`src/iospb_pkg.sv`:
```
// constants, types and helpers shared by the sample record builder
package iospb_pkg;

	// ***************************************************************
	// register offsets (byte addresses)
	// ***************************************************************
	localparam logic [7:0] OFS_CTRL  = 8'h00;
	localparam logic [7:0] OFS_FUNC  = 8'h04;
	localparam logic [7:0] OFS_PFUNC = 8'h08;
	localparam logic [7:0] OFS_DUTY  = 8'h0c;
	localparam logic [7:0] OFS_IOCFG = 8'h10;
	localparam logic [7:0] OFS_DSTH  = 8'h14;
	localparam logic [7:0] OFS_DSTL  = 8'h18;
	localparam logic [7:0] OFS_CMD   = 8'h1c;

	// ***************************************************************
	// field positions
	// ***************************************************************
	localparam int CTRL_FMT_LSB  = 0;
	localparam int CTRL_AREF_LSB = 2;
	localparam int CTRL_SBS_LSB  = 8;
	localparam int PF_LINE11_LSB = 3;
	localparam int DUTY1_LSB     = 16;
	localparam int IOCFG_CDM_LSB = 16;
	localparam int CMD_QUERY_BIT = 0;
	localparam int CMD_ERRC_BIT  = 1;
	localparam int STAT_BUSY_BIT = 0;
	localparam int STAT_ERR_BIT  = 1;

	// ***************************************************************
	// reset values and codes
	// ***************************************************************
	localparam logic [1:0] FMT_LEGACY = 2'h2;
	localparam logic [1:0] RST_FMT    = FMT_LEGACY;
	localparam logic [1:0] RST_AREF   = 2'h0;
	localparam logic [7:0] RST_SBS    = 8'h01;
	localparam logic [2:0] FN_ADC     = 3'h2;
	localparam logic [2:0] FN_DIN     = 3'h3;
	localparam logic [2:0] FN_DLO     = 3'h4;
	localparam logic [2:0] FN_DHI     = 3'h5;
	localparam logic [9:0] ADC_MAX    = 10'h3ff;

	// ***************************************************************
	// timing: sample period unit is one millisecond
	// ***************************************************************
	localparam int unsigned UNIT_NS       = 1000000;
	localparam int unsigned CLK_PERIOD_NS = 10;
	localparam int unsigned CYC_PER_UNIT  = UNIT_NS / CLK_PERIOD_NS;

	typedef enum logic [1:0] {
		ST_IDLE = 2'b00,
		ST_CONV = 2'b01,
		ST_SEND = 2'b11
	} iospb_state_type;

	function automatic logic is_dig(input logic [2:0] f);
		is_dig = (f == FN_DIN) || (f == FN_DLO) || (f == FN_DHI);
	endfunction : is_dig

	function automatic logic is_drv(input logic [2:0] f);
		is_drv = (f == FN_DLO) || (f == FN_DHI);
	endfunction : is_drv

endpackage : iospb_pkg

```
`src/iospb_builder.sv`:
```
// legacy layout sample record builder with wishbone register slave
// Notes on behaviour
// RQ1 - only lines 0..3 convert, and only when their function is 2
// RQ2 - each conversion is a 10-bit value 0x000..0x3ff
// RQ3 - each analog result occupies two record bytes
// RQ4 - one reference select applies to every analog channel
// RQ5 - both pulse outputs hold a fixed duty from their own duty value
// RQ6 - nothing configured means no record is produced
// RQ7 - periodic and change records go to high:low destination address
// RQ8 - nonzero period samples on timer and on non-pin wake
// RQ9 - any masked digital input change produces a record
// RQ10 - a query samples at once and answers with the record
// RQ11 - periodic, change and query triggers coexist
// RQ12 - output format 2, the default, selects the legacy layout
// RQ13 - first byte carries the samples-before-send setting
// RQ14 - mask bits 0..8 digital, 9..12 analog, 13..15 zero
// RQ15 - digital word bits 0..8 give line levels, rest zero
// RQ16 - digital word left out when digital mask is zero
// RQ17 - analog results follow in ascending channel order
// RQ18 - no analog bytes when analog mask is zero
// RQ19 - functions 3, 4 and 5 enable digital sampling
// RQ20 - multi-byte fields go out high byte first
module iospb_builder #(
	parameter int unsigned CYC_PER_UNIT = iospb_pkg::CYC_PER_UNIT
) (
	input  logic        clk_sys,
	input  logic        rst_n,
	input  logic        wb_cyc_i,
	input  logic        wb_stb_i,
	input  logic        wb_we_i,
	input  logic [7:0]  wb_adr_i,
	input  logic [3:0]  wb_sel_i,
	input  logic [31:0] wb_dat_i,
	output logic [31:0] wb_dat_o,
	output logic        wb_ack_o,
	input  logic [8:0]  gen_line_in,
	output logic [8:0]  gen_line_out,
	output logic [8:0]  gen_line_oe_n,
	input  logic        wake_evt,
	input  logic        wake_pin,
	output logic        adc_req,
	output logic [1:0]  adc_chan,
	output logic [1:0]  adc_ref_sel,
	input  logic        adc_done,
	input  logic [9:0]  adc_result,
	output logic        rec_valid,
	output logic [7:0]  rec_data,
	output logic        rec_first,
	output logic        rec_last,
	output logic        rec_reply,
	output logic [63:0] rec_dest,
	input  logic        rec_ready,
	output logic        pulse_output_0,
	output logic        pulse_output_1
);
	import iospb_pkg::*;

	// ***************************************************************
	// state
	// ***************************************************************
	typedef struct packed {
		logic                  ack;
		logic [31:0]           rdat;
		logic [1:0]            fmt;
		logic [1:0]            aref;
		logic [7:0]            sbs;
		logic [26:0]           func;
		logic [5:0]            pfunc;
		logic [9:0]            duty0;
		logic [9:0]            duty1;
		logic [15:0]           period;
		logic [8:0]            cdm;
		logic [31:0]           dsth;
		logic [31:0]           dstl;
		logic                  err;
		logic                  pend_dst;
		logic                  pend_qry;
		iospb_state_type       st;
		logic [1:0]            ch;
		logic                  areq;
		logic [8:0]            dm;
		logic [3:0]            am;
		logic [8:0]            dig;
		logic [3:0][9:0]       res;
		logic [16:0]           ucnt;
		logic [15:0]           pcnt;
		logic [12:0][7:0]      buff;
		logic [3:0]            len;
		logic [3:0]            idx;
		logic                  reply;
		logic                  rv;
		logic [7:0]            rd;
		logic                  rf;
		logic                  rl;
		logic [8:0]            lout;
		logic [8:0]            loe_n;
	} iospb_core_type;

	iospb_core_type r_r;
	iospb_core_type r_nxt;

	logic [8:0] dmask;
	logic [3:0] amask;
	logic [8:0] din_en;
	logic       any_cfg;
	logic       chg;

	// ***************************************************************
	// line masks
	// ***************************************************************
	genvar gi;
	generate
		for (gi = 0; gi < 9; gi++) begin : g_line
			assign dmask[gi]  = is_dig(r_r.func[gi*3 +: 3]); // RQ19
			assign din_en[gi] = (r_r.func[gi*3 +: 3] == FN_DIN);
			if (gi < 4) begin : g_adc
				assign amask[gi] = (r_r.func[gi*3 +: 3] == FN_ADC); // RQ1
			end
		end
	endgenerate

	assign any_cfg = (|dmask) || (|amask);
	iospb_change_det u_chg (.clk_sys(clk_sys), .rst_n(rst_n), .din(gen_line_in),
		.mask(r_r.cdm & din_en), .changed(chg));
	iospb_pulse_gen u_pulse0 (.clk_sys(clk_sys), .rst_n(rst_n),
		.enable(r_r.pfunc[2:0] == FN_ADC), .duty(r_r.duty0), .pulse_out(pulse_output_0)); // RQ5
	iospb_pulse_gen u_pulse1 (.clk_sys(clk_sys), .rst_n(rst_n),
		.enable(r_r.pfunc[PF_LINE11_LSB +: 3] == FN_ADC), .duty(r_r.duty1),
		.pulse_out(pulse_output_1)); // RQ5

	// ***************************************************************
	// next state
	// ***************************************************************
	logic             wr;
	logic             qry_wr;
	logic             tick;
	logic             wake_ok;
	logic [15:0]      mask16;
	logic [12:0][7:0] abuf;
	logic [3:0]       p;
	logic             ok;
	logic [31:0]      wm;

	always_comb begin
		r_nxt   = r_r;
		wr      = wb_cyc_i && wb_stb_i && wb_we_i && !r_r.ack;
		qry_wr  = wr && (wb_adr_i == OFS_CMD) && wb_sel_i[0] && wb_dat_i[CMD_QUERY_BIT];
		tick    = 1'b0;
		wake_ok = (r_r.period != 16'h0000) && wake_evt && !wake_pin; // RQ8
		ok      = any_cfg && (r_r.fmt == FMT_LEGACY); // RQ6 RQ12
		// record assembly
		mask16  = {3'h0, r_r.am, r_r.dm}; // RQ14
		abuf    = '0;
		abuf[0] = r_r.sbs; // RQ13
		abuf[1] = mask16[15:8]; // RQ20
		abuf[2] = mask16[7:0];
		p       = 4'h3;
		if (|r_r.dm) begin // RQ16
			abuf[3] = {7'h00, r_r.dig[8]}; // RQ15
			abuf[4] = r_r.dig[7:0];
			p       = 4'h5;
		end
		for (int k = 0; k < 4; k++) begin
			if (r_r.am[k]) begin // RQ17 RQ18
				abuf[p]           = {6'h00, r_r.res[k][9:8]}; // RQ3 RQ20
				abuf[4'(p + 4'h1)] = r_r.res[k][7:0];
				p                 = 4'(p + 4'h2);
			end
		end

		// bus slave
		r_nxt.ack = wb_cyc_i && wb_stb_i && !r_r.ack;
		case (wb_adr_i)
			OFS_CTRL:  r_nxt.rdat = {16'h0000, r_r.sbs, 4'h0, r_r.aref, r_r.fmt};
			OFS_FUNC:  r_nxt.rdat = {5'h00, r_r.func};
			OFS_PFUNC: r_nxt.rdat = {26'h0000000, r_r.pfunc};
			OFS_DUTY:  r_nxt.rdat = {6'h00, r_r.duty1, 6'h00, r_r.duty0};
			OFS_IOCFG: r_nxt.rdat = {7'h00, r_r.cdm, r_r.period};
			OFS_DSTH:  r_nxt.rdat = r_r.dsth;
			OFS_DSTL:  r_nxt.rdat = r_r.dstl;
			OFS_CMD:   r_nxt.rdat = {30'h00000000, r_r.err, r_r.st != ST_IDLE};
			default:   r_nxt.rdat = 32'h00000000;
		endcase
		wm = r_nxt.rdat;
		for (int b = 0; b < 4; b++) begin
			if (wb_sel_i[b]) begin
				wm[b*8 +: 8] = wb_dat_i[b*8 +: 8];
			end
		end
		if (wr) begin
			case (wb_adr_i)
				OFS_CTRL: begin
					r_nxt.fmt  = wm[CTRL_FMT_LSB +: 2];
					r_nxt.aref = wm[CTRL_AREF_LSB +: 2]; // RQ4
					r_nxt.sbs  = wm[CTRL_SBS_LSB +: 8];
				end
				OFS_FUNC:  r_nxt.func  = wm[26:0];
				OFS_PFUNC: r_nxt.pfunc = wm[5:0];
				OFS_DUTY: begin
					r_nxt.duty0 = wm[9:0];
					r_nxt.duty1 = wm[DUTY1_LSB +: 10];
				end
				OFS_IOCFG: begin
					r_nxt.period = wm[15:0];
					r_nxt.cdm    = wm[IOCFG_CDM_LSB +: 9];
				end
				OFS_DSTH: r_nxt.dsth = wm;
				OFS_DSTL: r_nxt.dstl = wm;
				OFS_CMD: begin
					if (wb_sel_i[0] && wb_dat_i[CMD_ERRC_BIT]) begin
						r_nxt.err = 1'b0;
					end
				end
				default: begin
				end
			endcase
		end

		// periodic timer
		if (r_r.period == 16'h0000) begin
			r_nxt.ucnt = 17'h00000;
			r_nxt.pcnt = 16'h0000;
		end else if (r_r.ucnt == 17'(CYC_PER_UNIT - 1)) begin
			r_nxt.ucnt = 17'h00000;
			if (r_r.pcnt >= r_r.period - 16'h0001) begin
				r_nxt.pcnt = 16'h0000;
				tick       = 1'b1; // RQ8
			end else begin
				r_nxt.pcnt = r_r.pcnt + 16'h0001;
			end
		end else begin
			r_nxt.ucnt = r_r.ucnt + 17'h00001;
		end

		// line drive for output functions
		for (int i = 0; i < 9; i++) begin
			r_nxt.lout[i]  = (r_r.func[i*3 +: 3] == FN_DHI);
			r_nxt.loe_n[i] = !is_drv(r_r.func[i*3 +: 3]);
		end

		// sequencer
		case (r_r.st)
			ST_IDLE: begin
				if (r_r.pend_qry || r_r.pend_dst) begin
					r_nxt.reply = r_r.pend_qry;
					r_nxt.dm    = dmask;
					r_nxt.am    = amask;
					r_nxt.dig   = gen_line_in & dmask; // RQ15
					r_nxt.ch    = 2'h0;
					if (r_r.pend_qry) begin
						r_nxt.pend_qry = 1'b0;
						r_nxt.err      = !ok;
					end else begin
						r_nxt.pend_dst = 1'b0;
					end
					if (ok) begin
						r_nxt.st = ST_CONV; // RQ10
					end
				end
			end
			ST_CONV: begin
				if (r_r.am[r_r.ch] && !r_r.areq) begin
					r_nxt.areq = 1'b1; // RQ1
				end else if (!r_r.am[r_r.ch] || adc_done) begin
					if (r_r.am[r_r.ch]) begin
						r_nxt.res[r_r.ch] = adc_result; // RQ2
					end
					r_nxt.areq = 1'b0;
					r_nxt.ch   = r_r.ch + 2'h1;
					if (r_r.ch == 2'h3) begin
						r_nxt.st = ST_SEND;
					end
				end
			end
			ST_SEND: begin
				if (!r_r.rv && r_r.idx == 4'h0) begin
					r_nxt.buff = abuf;
					r_nxt.len  = p;
					r_nxt.rv   = 1'b1;
					r_nxt.rd   = abuf[0];
					r_nxt.rf   = 1'b1;
					r_nxt.rl   = 1'b0;
				end else if (r_r.rv && rec_ready) begin
					r_nxt.rf = 1'b0;
					if (r_r.idx == r_r.len - 4'h1) begin
						r_nxt.rv  = 1'b0;
						r_nxt.rl  = 1'b0;
						r_nxt.idx = 4'h0;
						r_nxt.st  = ST_IDLE;
					end else begin
						r_nxt.idx = r_r.idx + 4'h1;
						r_nxt.rd  = r_r.buff[r_r.idx + 4'h1];
						r_nxt.rl  = (r_r.idx + 4'h2 == r_r.len);
					end
				end
			end
			default: r_nxt.st = ST_IDLE;
		endcase

		// triggers set after any clear
		if (tick || chg || wake_ok) begin
			r_nxt.pend_dst = 1'b1; // RQ7 RQ9 RQ11
		end
		if (qry_wr) begin
			r_nxt.pend_qry = 1'b1; // RQ10 RQ11
		end
	end

	always_ff @(posedge clk_sys) begin
		if (!rst_n) begin
			r_r       <= '0;
			r_r.fmt   <= RST_FMT;
			r_r.aref  <= RST_AREF;
			r_r.sbs   <= RST_SBS;
			r_r.st    <= ST_IDLE;
			r_r.loe_n <= '1;
		end else begin
			r_r <= r_nxt;
		end
	end

	// ***************************************************************
	// outputs
	// ***************************************************************
	assign wb_ack_o      = r_r.ack;
	assign wb_dat_o      = r_r.rdat;
	assign gen_line_out  = r_r.lout;
	assign gen_line_oe_n = r_r.loe_n;
	assign adc_req       = r_r.areq;
	assign adc_chan      = r_r.ch;
	assign adc_ref_sel   = r_r.aref; // RQ4
	assign rec_valid     = r_r.rv;
	assign rec_data      = r_r.rd;
	assign rec_first     = r_r.rf;
	assign rec_last      = r_r.rl;
	assign rec_reply     = r_r.reply;
	assign rec_dest      = {r_r.dsth, r_r.dstl}; // RQ7
endmodule : iospb_builder

```
`src/iospb_change_det.sv`:
```
// change detect over the selected digital inputs
module iospb_change_det (
	input  logic       clk_sys,
	input  logic       rst_n,
	input  logic [8:0] din,
	input  logic [8:0] mask,
	output logic       changed
);
	import iospb_pkg::*;

	typedef struct packed {
		logic [8:0] prev;
		logic       armed;
		logic       chg;
	} iospb_cd_type;

	iospb_cd_type cd_r;
	iospb_cd_type cd_nxt;

	always_comb begin
		cd_nxt       = cd_r;
		cd_nxt.prev  = din;
		cd_nxt.armed = 1'b1;
		cd_nxt.chg   = cd_r.armed && (|((din ^ cd_r.prev) & mask)); // RQ9
	end

	always_ff @(posedge clk_sys) begin
		if (!rst_n) begin
			cd_r <= '0;
		end else begin
			cd_r <= cd_nxt;
		end
	end

	assign changed = cd_r.chg;
endmodule : iospb_change_det

```
`src/iospb_pulse_gen.sv`:
```
// fixed duty pulse-width output
module iospb_pulse_gen (
	input  logic       clk_sys,
	input  logic       rst_n,
	input  logic       enable,
	input  logic [9:0] duty,
	output logic       pulse_out
);
	import iospb_pkg::*;

	typedef struct packed {
		logic [9:0] cnt;
		logic       out;
	} iospb_pg_type;

	iospb_pg_type pg_r;
	iospb_pg_type pg_nxt;

	always_comb begin
		pg_nxt     = pg_r;
		pg_nxt.cnt = (pg_r.cnt == ADC_MAX) ? 10'h000 : pg_r.cnt + 10'h001;
		pg_nxt.out = enable && (pg_r.cnt < duty); // RQ5
	end

	always_ff @(posedge clk_sys) begin
		if (!rst_n) begin
			pg_r <= '0;
		end else begin
			pg_r <= pg_nxt;
		end
	end

	assign pulse_out = pg_r.out;
endmodule : iospb_pulse_gen

```
`config.mk`:
```
export PLATFORM = sky130hd
export DESIGN_NAME = iospb_builder
export DESIGN_NICKNAME = d
export VERILOG_FILES = /design/src/iospb_pkg.sv /design/src/iospb_builder.sv /design/src/iospb_change_det.sv /design/src/iospb_pulse_gen.sv
export SDC_FILE = /design/constraint.sdc
export NUM_CORES = 1
export LEC_CHECK = 0
export BUFFER_PORTS_ARGS = -buffer_cell sky130_fd_sc_hd__buf_4
export CAP_MARGIN = 20
export CORE_ASPECT_RATIO = 1.75
export CORE_UTILIZATION = 55
export DETAILED_ROUTE_END_ITERATION = 12
export HOLD_SLACK_MARGIN = 0.15
export PLACE_DENSITY = 0.75
export SYNTH_ARGS = -nofsm -noshare
export SYNTH_HDL_FRONTEND = slang
export SYNTH_HIERARCHICAL = 1
export SYNTH_SLANG_ARGS = --single-unit
```
`constraint.sdc`:
```
create_clock -name clk_sys -period 4.15 [get_ports clk_sys]
set_input_delay 0.415 -clock clk_sys [delete_from_list [all_inputs] [get_ports clk_sys]]
set_output_delay 0.415 -clock clk_sys [all_outputs]
set_load 0.1 [all_outputs]
```
==> results.toml <==
[floorplan]
die_w_um = 154
die_y_um = 269
die_area_sq_mm = 0.0415
start_util = 0.558
core_sq_mm = 0.0401
num_rows = 97
pin_count = 206

[timing]
timing.fmax_ghz = 0.261
min_period_ps = 3830
timing.final.hold_violations = 0
grt_setup_unrepaired = "no"
whs_ps = 164
worst_slew_pin_slew_ps = 1050
setup_viol = 0
finClkSkew_ps = 16.6
fin_ws_ps = 317
slew_headroom = 0.296
tns_ps = 0
slew_violations = 0
post-route-period-util = 0.924

[placed_design]
io_buffers = 205
place_ws_ps = 323
dp_hpwl_mm = 59.3
place.gp.congestion = 1.05

[outcome]
status = "completed"

[clock_tree]
cts_sinks = 432
cts_buffer_depth = 3
htreeDepth = 2
cts_buffers = 41
clock-root-buffer = "clkbuf_16"
cts_tree = "yes"
clk_pin_slew_ps = 70
clock_latency_ps = 560
cts_setup_buffers = 0

[worst_setup_path]
timing.rr.end = "r_r[102]"
worstSetupStartpointType = "flop"
worstPathArrival_ps = 4260
worstSetupPathType = "reg2reg"
required_ps = 4570
r2r_start = "mask16[4]"
endpoint_kind = "flop"
ff2ff_path_depth = 14
cp_max_fo = 22
rrSetupSlack_ps = 320

[flow_run]
drv_cap = 0

[synthesis]
ys_seq_area_frac = 0.387
ys_async_sr_fraction = 0
synthTopCellsByArea = "dfxtp_1 (39%), nand3_1 (5.2%), buf_4 (4.6%)"
synthFlopType = "dfxtp_1"
syn_inst = 2629
synth_area_leader_cell = "dfxtp_1"
synth.distinct_cells = 103
synth_nets = 2753
synth_edf_count = 0
synth_seq_cells = 432
synth.avg_cell_area_sq_um = 8.51
synth_top_area_share = 0.387
yosysWarnings = 6
syn_area_sq_mm = 0.0224

[final_layout]
nFillCells = 3502
syn2layout_area_growth_pct = 11.2
nNetsFinal = 2760
layout-drive-gt1-share = 0.160

[hold_path]
holdPathEnd = "r_r[209]"
hold_depth = 3
hold_start = "adc_result[4]"
hold_path.class = "in2reg"

[global_route]
grt_pass1_vias = 20000
antenna_found_initial = 3
grt_usage = 0.384
overflow = 0
grt_max_degree = 97
grt_pass1_wl_mm = 121

[detailed_routing]
remaining_drc_errors = 0
postRouteWirelength_mm = 81.1
antenna_left = 0
drtIter0Drc = 2064
wl_per_cell_um = 25.6
vias = 21000
firstDrtPassIters = 6
viasPerCell = 6.63

[power_and_ir_drop]
powerDensity_mw_per_mm2 = 348
finalPower_w = 0.00867
max-vdd-ir-drop_uv = 342
p_leak_nw = 9.23
==> cells in the final DEF, fill, tap and decap left out, drive strengths merged, types with 45 or more instances in the layout <==
master  instances
dfxtp         432
buf           254
nand2         236
nand3         234
nor2          171
o21ai         160
a21oi         159
nor3           76
inv            58
a211oi         54
clkbuf         54
ha             51
mux2i          46
xnor2          45
==> through the flow <==
step | utilization | std cells | instance area [sq um]
final | 0.621 | 3166 | 24900
after global routing | 0.621 | 3164 | 24900
after CTS | 0.621 | 3164 | 24900
after detailed placement | 0.579 | 3069 | 23200
after global placement | 0.579 | 3069 | 23200
after floorplan | - | 2629 | 22400
==> area by class of cell <==
type	count	area, sq um	share of cell area
Antenna cell	2	5.00	0.000201
Clock buffer	54	1200	0.0481
Sequential cell	432	8650	0.348
Timing Repair Buffer	273	2130	0.0855
Tap cell	495	619	0.0249
Multi-Input combinational cell	1831	11800	0.473
Inverter	57	216	0.00870
Clock inverter	22	285	0.0115
==> per-layer routing <==
metal,wire (um),GRT usage,up-vias
met1,26700,0.384,9930
met5,13,0,-
li1,-,-,9483
met3,5770,0.0598,401
met4,8640,0.362,2
met2,40000,0.682,1170
==> synthesized netlist by cell type (32+ instances only) <==
cell / instances
clkbuf_1: 105
a22oi_1: 32
xnor2_1: 44
a211oi_1: 52
a21oi_1: 159
o21ai_0: 149
buf_4: 137
inv_1: 54
nor3_1: 70
buf_2: 39
dfxtp_1: 432
o211ai_1: 38
mux2i_1: 46
nand2_1: 234
nor2_1: 164
nand3_1: 234
ha_1: 51
==> report_power, final <==
group          internal (W)  switching, W  total, W
clock network       0.00242       0.00173   0.00416
registers           0.00415     0.0000104   0.00417
logic              0.000115      0.000231  0.000346
==> worst max-delay path by stage <==
stage               from           to  slack (ps)
4_1_cts        mask16[4]  rec_data[1]         310
2_1_floorplan  mask16[4]     r_r[134]         570
5_1_grt        mask16[4]     r_r[103]          20
6_report       mask16[4]     r_r[102]         320
3_5_place_dp   mask16[4]  rec_data[1]         320
3_3_place_gp   mask16[4]  rec_data[1]         390
==> registers in the layout, indices dropped and copies added (netlist names) <==
register and flops:
adc_chan 2, mask16 13, wb_ack_o 1, adc_ref_sel 2, rec_data 8, rec_reply 1
rec_dest 64, adc_req 1, u_chg/cd_r 10, u_pulse0/pulse_out 1, rec_first 1, rec_last 1
u_pulse1/pulse_out 1, u_chg/changed 1, wb_dat_o 32, u_pulse0/pg_r 10, rec_valid 1, r_r 254
u_pulse1/pg_r 10, gen_line_oe_n 9, gen_line_out 9
==> worst max-delay path, stage by stage (launching register included) <==
cell and delay, ps:
dfxtp_1 330, nor4_1 400, nand3_1 220, buf_4 260
inv_1 70, ha_1 290, mux2_2 250, mux2i_1 100
ha_1 260, nand4b_1 150, o211a_1 600, buf_4 260
nand2_1 190, o211ai_1 240, a21oi_1 90
==> repair_timing <==
action	4_1_cts	5_1_grt
setup endpoints to repair	0	1
endpoints found under the hold margin	29	0
resized for setup	0	1
hold buffers	19	0
==> kinds of logic (layout without fill, tap and decap cells) <==
group / Yosys count / count (layout) / share of synthesized area
DFF: 432 / 432 / 0.387
AOI/OAI and AO/OA: 676 / 676 / 0.204
xor gates and xnor gates: 77 / 77 / 0.0315
adders and majority gates: 52 / 52 / 0.0294
muxes: 86 / 86 / 0.0453
other: 0 / 2 / 0
buffers and inverters: 366 / 406 / 0.0883
and+or+nand+nor: 940 / 940 / 0.215
No activity file was read; power rests on OpenSTA's default activity.
